$ cat config.mk
export PLATFORM = sky130hd
export DESIGN_NAME = watchdog_register_interface
export DESIGN_NICKNAME = d
export VERILOG_FILES = /design/src/watchdog_register_interface.v
export VERILOG_INCLUDE_DIRS = /design/src
export SDC_FILE = /design/constraint.sdc
export NUM_CORES = 1
export LEC_CHECK = 0
export ABC_AREA = 1
export BUFFER_PORTS_ARGS = -buffer_cell sky130_fd_sc_hd__buf_2
export CAP_MARGIN = 10
export CORE_ASPECT_RATIO = 1.2
export CORE_UTILIZATION = 45
export CTS_BUF_LIST = sky130_fd_sc_hd__clkbuf_4
export DETAILED_ROUTE_END_ITERATION = 12
export HOLD_SLACK_MARGIN = 0.08
export PLACE_DENSITY = 0.64
export SLEW_MARGIN = 20
export SYNTH_ARGS = -nofsm -noshare
export SYNTH_HDL_FRONTEND = slang
export SYNTH_SLANG_ARGS = --single-unit
$ cat constraint.sdc
create_clock -name clock -period 5.25 [get_ports clock]
set_input_delay 0.2625 -clock clock [delete_from_list [all_inputs] [get_ports clock]]
set_output_delay 0.2625 -clock clock [all_outputs]
set_load 0.01 [all_outputs]
$ cat src/watchdog_defines.vh
`ifndef WATCHDOG_DEFINES_VH
`define WATCHDOG_DEFINES_VH
`define ADDR_W 12
`define OFF_START 12'h000
`define OFF_EXPIRY 12'h100
`define OFF_INTEN_SET 12'h304
`define OFF_INTEN_CLR 12'h308
`define OFF_RUN_STATE 12'h400
`define OFF_REQ_STATE 12'h404
`define OFF_RELOAD_VALUE 12'h504
`define OFF_REQ_ENABLES 12'h508
`define OFF_PAUSE_CFG 12'h50c
`define OFF_RELOAD_REQ 12'h600
`define OFF_IRQ_STATUS 12'h700
`define OFF_IRQ_MASK 12'h704
`define RST_REQ_ENABLES 8'h01
`define RST_RELOAD_VALUE 32'h00000000
`define RST_SLEEP_RUN 1'b1
`define RST_HALT_RUN 1'b0
`define CFG_SLEEP_BIT 0
`define CFG_HALT_BIT 3
`define RELOAD_MAGIC 32'h6e524635
`define SYS_CLOCK_HZ 50000000
`define LF_CLOCK_HZ 32768
`define LF_DIV_CYCLES (`SYS_CLOCK_HZ / `LF_CLOCK_HZ)
`define RESET_DELAY_TICKS 2'd2
`endif

$ cat src/watchdog_register_interface.v
// Our own choice: strobed register access.
`timescale 1ns/1ps
`default_nettype none
`include "watchdog_defines.vh"
module watchdog_register_interface #(
  parameter NUM_REQ = 8,
  parameter LF_DIV = `LF_DIV_CYCLES
) (
  // Clock and reset.
  input wire clock,
  input wire nrst,
  // Register port.
  input wire [`ADDR_W-1:0] addr,
  input wire [31:0] wdata,
  input wire wr,
  input wire rd,
  output reg [31:0] rdata,
  // System status pins.
  input wire cpu_sleeping,
  input wire debug_halted,
  // Events and requests.
  output reg expiry_event,
  output reg watchdog_reset_request,
  output reg irq
);
  reg sleep_s1, sleep_s2, halt_s1, halt_s2;
  reg [15:0] div_count;
  reg lf_tick;
  reg running;
  reg inten;
  reg [31:0] reload_value;
  reg [NUM_REQ-1:0] req_enables;
  reg cfg_sleep_run, cfg_halt_run;
  reg [NUM_REQ-1:0] req_pending;
  reg [31:0] counter;
  reg reset_armed;
  reg [1:0] reset_delay;
  reg expiry_flag;
  reg irq_status, irq_mask;
  wire req_region = (addr >= `OFF_RELOAD_REQ) &&
                    (addr < `OFF_RELOAD_REQ + NUM_REQ * 4);
  wire [2:0] req_index = addr[4:2];
  wire magic_wr = wr && req_region && (wdata == `RELOAD_MAGIC);
  wire start_wr = wr && (addr == `OFF_START) && wdata[0];
  wire cfg_open = !running;
  wire paused = (sleep_s2 && !cfg_sleep_run) ||
                (halt_s2 && !cfg_halt_run);
  reg [NUM_REQ-1:0] next_pending;
  reg grant;

  // Status pins come from other domains; two flops before use.
  always @(posedge clock or negedge nrst) begin
    if (!nrst) begin
      sleep_s1 <= 1'b0;
      sleep_s2 <= 1'b0;
      halt_s1 <= 1'b0;
      halt_s2 <= 1'b0;
    end else begin
      sleep_s1 <= cpu_sleeping;
      sleep_s2 <= sleep_s1;
      halt_s1 <= debug_halted;
      halt_s2 <= halt_s1;
    end
  end

  // Low-frequency tick derived from the system clock. The ratio is not
  // integral, so the tick rate is approximate by about 0.06 percent.
  always @(posedge clock or negedge nrst) begin
    if (!nrst) begin
      div_count <= 16'h0000;
      lf_tick <= 1'b0;
    end else if (div_count == LF_DIV - 1) begin
      div_count <= 16'h0000;
      lf_tick <= 1'b1;
    end else begin
      div_count <= div_count + 16'h0001;
      lf_tick <= 1'b0;
    end
  end

  // A grant happens when every enabled word holds a pending magic write.
  always @* begin
    next_pending = req_pending;
    if (magic_wr && req_index < NUM_REQ)
      next_pending[req_index] = 1'b1;
    grant = running && ((next_pending & req_enables) == req_enables);
  end

  // Configuration and interrupt enable registers.
  always @(posedge clock or negedge nrst) begin
    if (!nrst) begin
      inten <= 1'b0;
      reload_value <= `RST_RELOAD_VALUE;
      req_enables <= `RST_REQ_ENABLES;
      cfg_sleep_run <= `RST_SLEEP_RUN;
      cfg_halt_run <= `RST_HALT_RUN;
      irq_mask <= 1'b0;
    end else if (wr) begin
      if (addr == `OFF_INTEN_SET && wdata[0])
        inten <= 1'b1;
      if (addr == `OFF_INTEN_CLR && wdata[0])
        inten <= 1'b0;
      if (addr == `OFF_IRQ_MASK)
        irq_mask <= wdata[0];
      if (cfg_open) begin
        if (addr == `OFF_RELOAD_VALUE)
          reload_value <= wdata;
        if (addr == `OFF_REQ_ENABLES)
          req_enables <= wdata[NUM_REQ-1:0];
        if (addr == `OFF_PAUSE_CFG) begin
          cfg_sleep_run <= wdata[`CFG_SLEEP_BIT];
          cfg_halt_run <= wdata[`CFG_HALT_BIT];
        end
      end
    end
  end

  // Counter, request tracking and expiry.
  always @(posedge clock or negedge nrst) begin
    if (!nrst) begin
      running <= 1'b0;
      counter <= 32'h00000000;
      req_pending <= {NUM_REQ{1'b0}};
      expiry_event <= 1'b0;
    end else begin
      expiry_event <= 1'b0;
      if (start_wr && !running) begin
        running <= 1'b1;
        counter <= reload_value;
        req_pending <= {NUM_REQ{1'b0}};
      end else if (grant) begin
        counter <= reload_value;
        req_pending <= {NUM_REQ{1'b0}};
      end else begin
        if (running)
          req_pending <= next_pending;
        if (running && lf_tick && !paused) begin
          counter <= counter - 32'h00000001;
          if (counter == 32'h00000000)
            expiry_event <= 1'b1;
        end
      end
    end
  end

  // Once armed, the reset cannot be withdrawn; only a system reset ends it.
  always @(posedge clock or negedge nrst) begin
    if (!nrst) begin
      reset_armed <= 1'b0;
      reset_delay <= 2'h0;
      watchdog_reset_request <= 1'b0;
    end else if (expiry_event && !reset_armed) begin
      reset_armed <= 1'b1;
      reset_delay <= inten ? `RESET_DELAY_TICKS : 2'h0;
      if (!inten)
        watchdog_reset_request <= 1'b1;
    end else if (reset_armed && !watchdog_reset_request) begin
      if (reset_delay == 2'h0)
        watchdog_reset_request <= 1'b1;
      else if (lf_tick)
        reset_delay <= reset_delay - 2'h1;
    end
  end

  // Sticky expiry flag and interrupt status; the set wins over a clear.
  always @(posedge clock or negedge nrst) begin
    if (!nrst) begin
      expiry_flag <= 1'b0;
      irq_status <= 1'b0;
      irq <= 1'b0;
    end else begin
      if (expiry_event)
        expiry_flag <= 1'b1;
      else if (wr && addr == `OFF_EXPIRY && !wdata[0])
        expiry_flag <= 1'b0;
      if (expiry_event)
        irq_status <= 1'b1;
      else if (rd && addr == `OFF_IRQ_STATUS)
        irq_status <= 1'b0;
      irq <= (irq_status || expiry_event) && irq_mask && inten;
    end
  end

  // Read port: data stand in the cycle after the strobe. Request words
  // are write-only and read as zero like unmapped space.
  always @(posedge clock or negedge nrst) begin
    if (!nrst) begin
      rdata <= 32'h00000000;
    end else if (rd) begin
      case (addr)
        `OFF_EXPIRY: rdata <= {31'h0, expiry_flag};
        `OFF_INTEN_SET: rdata <= {31'h0, inten};
        `OFF_INTEN_CLR: rdata <= {31'h0, inten};
        `OFF_RUN_STATE: rdata <= {31'h0, running};
        `OFF_REQ_STATE: rdata <= {{(32-NUM_REQ){1'b0}},
                                  req_enables & ~req_pending};
        `OFF_RELOAD_VALUE: rdata <= reload_value;
        `OFF_REQ_ENABLES: rdata <= {{(32-NUM_REQ){1'b0}}, req_enables};
        `OFF_PAUSE_CFG: rdata <= {28'h0, cfg_halt_run, 2'h0, cfg_sleep_run};
        `OFF_IRQ_STATUS: rdata <= {31'h0, irq_status};
        `OFF_IRQ_MASK: rdata <= {31'h0, irq_mask};
        default: rdata <= 32'h00000000;
      endcase
    end else begin
      rdata <= 32'h00000000;
    end
  end
endmodule // watchdog_register_interface
`default_nettype wire

### After elaboration in Yosys (flattened, before gate mapping)

Cells that the tools add are included.

* memories: 0
* memory bits (writable): 0
* word-level logic and storage cells: 131
* bits in read-only memories: 0
* output and inout bits: 35
* latch bits: 0
* bits of input ports: 50
* flip-flop bits (word level): 146

* order comparisons: 4
* divide/modulo/power cells: 0
* add/subtract/negate cells: 3
* multiply operators: 0
* equality and inequality tests: 15
* reductions and logical operators: 49
* bitwise operators: 5
* mux-type cells: 32
* shift operators: 0

Operators by type and width (number)
* 32-bit case mux with 9 select lines: 1
* 32-bit 2-to-1 mux: 4
* 12-bit by 11-bit equality test with 1-bit output, second input constant: 7
* 32-bit by 31-bit equality test with 1-bit output, second input constant: 1
* 32-bit zero test: 1
* 8-bit 2-to-1 mux: 4
* 32-bit by 1-bit subtractor with 32-bit output, second input constant: 1
* 12-bit by 10-bit equality test with 1-bit output, second input constant: 2
* 1-bit logical AND: 21
* 16-bit by 1-bit adder with 16-bit output, second input constant: 1
* 8-bit AND: 2
* 16-bit by 11-bit equality test with 1-bit output, second input constant: 1
* 1-bit 2-to-1 mux: 16
* 16-bit 2-to-1 mux: 1
* 3-bit AND reduction: 5
* 12-bit by 9-bit equality test with 1-bit output, second input constant: 1
* 12-bit by 11-bit greater-or-equal comparator with 1-bit output, second input constant: 1
* 12-bit zero test: 1
* 12-bit by 11-bit < comparator with 1-bit output, second input constant: 1
* 2-bit nonzero test: 6
* 2-bit 2-to-1 mux: 5
* 8-bit equality test: 1
* 8-bit inverter: 1
* 8-bit bitwise OR: 1
* 12 further kinds: 22

### Longest topological paths before layout

* word-level depth: 11
* mapped depth: 17
* mapped depth without buffers: 15

### Least setup slack after synthesis

No wires, ideal clock.

* kind: input-to-reg
* start: in addr[5]
* end: reg reload_value[29]
* arrival: 1700 ps
* path buffers: 1
* required time: 5122 ps
* setup slack: 3422 ps
* library setup time: 128 ps
* stages on the path: 8
* path through: nor3_1 nand2_1 nor2_1 nand2_1 nor2_1 nand2_1 clkbuf_1 mux2_1

* longest elaborated chain between the ends: 2

RTL lines
* start, declared: line watchdog_register_interface.v:13 `` input wire [`ADDR_W-1:0] addr, ``
* 12-bit by 11-bit equality test with 1-bit output
* 3-bit AND reduction (no line)
* end signal, assigned: line watchdog_register_interface.v:93 `` reload_value <= `RST_RELOAD_VALUE; ``
* end signal, assigned: line watchdog_register_interface.v:107 `reload_value <= wdata;`
* end, declared: line watchdog_register_interface.v:31 `reg [31:0] reload_value;`

Every way passes these cells.
A chain may end at the register's enable or synchronous reset.

### Final worst setup path

* start: in wdata[16]
* end: reg counter[10]

* longest elaborated chain between the ends: 8
* elaborated cells between the ends (all ways): 9
* those cells by class: eq/ne (2); mux (3); bitwise (1); reduce/logical (3)

RTL lines
* start, declared: line watchdog_register_interface.v:14 `input wire [31:0] wdata,`
* 32-bit by 31-bit equality test with 1-bit output (no line) (*)
* 1-bit logical AND (*): line watchdog_register_interface.v:43 `` wire magic_wr = wr && req_region && (wdata == `RELOAD_MAGIC); ``
* 8-bit 2-to-1 mux (*): line watchdog_register_interface.v:84 `if (magic_wr && req_index < NUM_REQ)`
* 8-bit AND (*): line watchdog_register_interface.v:86 `grant = running && ((next_pending & req_enables) == req_enables);`
* 8-bit equality test (*): line watchdog_register_interface.v:86
* 1-bit logical AND (*): line watchdog_register_interface.v:86
* 32-bit 2-to-1 mux: line watchdog_register_interface.v:131 `end else if (grant) begin`
* 32-bit 2-to-1 mux: line watchdog_register_interface.v:127 `if (start_wr && !running) begin`
* end signal, assigned: line watchdog_register_interface.v:129 `counter <= reload_value;`
* end signal, assigned: line watchdog_register_interface.v:132 `counter <= reload_value;`
* end signal, assigned: line watchdog_register_interface.v:138 `counter <= counter - 32'h00000001;`
* end, declared: line watchdog_register_interface.v:35 `reg [31:0] counter;`

Mark *: on every way between the ends. The rest lies on a longest branch, timed or not.

==> flow_summary.json <==
{
  "core_um2": 16270,
  "areaGrowthSynthToFinish_pct": 16.89,
  "grt_max_degree": 93,
  "critPathArrivalTime_ps": 3720,
  "clk_latency_ps": 570,
  "ir_drop_mv": 0.1181,
  "cp.required_ps": 5720,
  "synth_nets": 998,
  "cts_tree": "built",
  "setup_viol": 0,
  "synth-edff-count": 0,
  "startpoint_type": "input port",
  "cts_buffer_depth": 2,
  "grt_pass1_vias": 6359,
  "cp_max_fo": 62,
  "avgSynthCellArea_um2": 7.934,
  "fin_nets": 1114,
  "cts_inserted_buffers": 17,
  "die_y_um": 143.3,
  "die_area_um2": 17170,
  "synth-seq-cells": 146,
  "power.total_mw": 1.933,
  "grt-ovfl-total": 0,
  "num_rows": 51,
  "r2r-start": "req_enables[0]",
  "grt_pass1_wl_um": 30670,
  "criticalPathCategory": "input port to flop",
  "clk_pin_slew_ps": 130,
  "fmax_ghz": 0.3081,
  "ctsResizeCount": 0,
  "fill_cells": 1588,
  "tightest_slew_ps": 1126,
  "ys_seq_area_share_pct": 48.81,
  "wl_per_cell_um": 14.36,
  "cts-root-buf": "clkbuf_4",
  "regArea_um2": 3656,
  "ys.flop_type": "dfrtp_1",
  "syn-instance-count": 944,
  "rsz0062_at_grt": "false",
  "drtIter0Drc": 408,
  "crit_path_cell_trace": "dlygate4sd3_1 -> buf_2 -> nor2_1 -> nand2_1 -> nor2_1 -> nand2_1 -> nor2_2 -> nand3_1 -> nand2_1 -> nand2_1 -> nor2_1 -> nand3_2 -> buf_4 -> nand2_2 -> nand2_1 -> nand2_1 -> inv_1",
  "antenna_found_initial": 1,
  "endpoint_kind": "flop",
  "finalSetupTns_ps": 0,
  "finalMaxSlewViolations": 0,
  "drc_errors": 0,
  "wl_um": 18460,
  "final_layout_size_suffix_gt1_share_pct": 13.98,
  "skew_ps": 13.88,
  "crit_family": "simple AND/OR/NAND/NOR gates",
  "track_usage_pct": 22.98,
  "portBuffers": 84,
  "period_share_pct": 61.82,
  "mostFrequentLayoutCells": "180 x nand2_1, 151 x nor2_1, 144 x dfrtp_1",
  "netlist_area_um2": 7490,
  "cts_setup_buffers": 0,
  "firstDrtPassIters": 5,
  "slowest_delay_ps": 710,
  "yosysUniqueCellTypes": 37,
  "slew_headroom_pct": 24.86,
  "path_buf_inv": 4,
  "final_common_cell": "nand2_1",
  "die-width_um": 119.8,
  "ant_nets": 0,
  "yosys_warnings": 0,
  "boundaryPins": 85,
  "period_minus_slack_ps": 3246,
  "htree_levels": 4,
  "hp-class": "input port to flop",
  "cts_num_sinks": 146,
  "finalHoldViolations": 0,
  "async_flop_share_pct": 100.0,
  "status": "completed",
  "gp_congestion": 0.8534,
  "multiInputGateArea_um2": 3201,
  "startpoint": "wdata[16]",
  "start_util_pct": 46.03,
  "dp_hpwl_um": 12450,
  "drv_cap": 0,
  "powerDensity_nw_per_um2": 220.8,
  "via_per_inst": 5.111,
  "leakagePower_nw": 4.316,
  "worstHoldStart": "addr[10]",
  "cpMostUsedCell": "nand2_1",
  "postCtsHoldBufs": 42,
  "crit_path_top_delay_cell": "nand2_2",
  "num_vias": 6573
}
[flip-flops by register name, summed over array words and instances, names as in the netlist, 2 cells and up]
signal        cells
counter          32
rdata            32
reload_value     32
div_count        16
req_enables       8
req_pending       8
reset_delay       2
[power by group]
group,total [mW],switching [mW],internal [mW]
combinational,0.0918,0.0524,0.0394
clock,0.714,0.428,0.286
sequential,1.13,0.000751,1.13
[layout make-up]
cell class | instances | share of cell area (%)
flip-flops and latches | 146 | 41.76
inverters | 121 | 5.188
clock buffers | 17 | 1.458
well taps | 212 | 3.030
clock inverters | 15 | 1.786
repair buffers | 132 | 10.19
multi-input cells | 642 | 36.56
diodes | 1 | 0.02858
[Yosys cell counts (2+ instances only)]
cell type / n / share of area [%]
nand2_1: 180 / 9.0
nor2_1: 151 / 7.6
dfrtp_1: 144 / 48
inv_1: 118 / 5.9
nand3_1: 85 / 5.7
nand4_1: 53 / 4.4
o21ai_0: 37 / 2.5
nor3_1: 30 / 2.0
a21oi_1: 24 / 1.6
clkbuf_1: 21 / 1.1
xor2_1: 19 / 2.2
mux2_2: 17 / 2.6
buf_2: 8 / 0.53
xnor2_1: 8 / 0.94
a221oi_1: 7 / 0.82
nand3b_1: 6 / 0.60
buf_6: 4 / 0.60
ha_1: 4 / 0.67
nor4_1: 4 / 0.33
inv_2: 3 / 0.15
buf_4: 2 / 0.20
dfstp_2: 2 / 0.70
mux2_1: 2 / 0.30
o211ai_1: 2 / 0.20
[worst min-delay path: cells and delay by family]
| kind | cells | cell delay (ps) |
|---|---|---|
| AO/OA/AOI/OAI | 1 | 70 |
| AND/OR/NAND/NOR | 3 | 310 |
| buffers and inverters | 1 | 110 |
[cells by family (layout without fill, tap and decap cells)]
kind of cell | Yosys count | in the layout | synth area share [%]
other cells | 0 | 1 | 0
compound gates | 73 | 73 | 5.396
fa+ha+maj | 4 | 4 | 0.6683
flops | 146 | 146 | 48.81
simple gates | 519 | 519 | 30.66
mux | 19 | 19 | 2.857
xor+xnor | 27 | 27 | 3.157
buf+inv | 156 | 285 | 8.453
[metal layers]
| layer | global-route usage (%) | wire length, um | up-vias |
|---|---|---|---|
| met5 | 0 | 0 | - |
| met4 | 9.934 | 495 | 0 |
| met1 | 29.33 | 8415 | 3094 |
| met3 | 3.849 | 550 | 41 |
| met2 | 38.52 | 9003 | 128 |
| li1 | - | - | 3310 |
[stage by stage]
| stage | instances | utilization, % | worst slack [ps] | hold WS, ps | area, um2 |
|---|---|---|---|---|---|
| global route | 1286 | 53.80 | 1692 | 238.5 | 8755 |
| floorplan | 944 | - | 3422 | -33.09 | 7490 |
| global placement | 1211 | 49.46 | 2021 | 332.0 | 8048 |
| finish | 1286 | 53.80 | 2004 | 212.6 | 8755 |
| detailed placement | 1211 | 49.46 | 1985 | 345.7 | 8048 |
| CTS | 1285 | 53.79 | 2063 | 165.5 | 8752 |
[path summary, 6_finish.rpt]
path                                   to  slack [ps]  cells past startpoint
hold / removal                   irq_mask         210                      5
setup reg to reg              counter[11]        2660                     10
setup / recovery              counter[10]        2000                     17
min in group asynchronous  req_pending[5]         340                      2
hold reg to reg                  sleep_s2         370                      0
max in group asynchronous    div_count[9]        3710                      3
No activity file was read; power rests on OpenSTA's default activity.
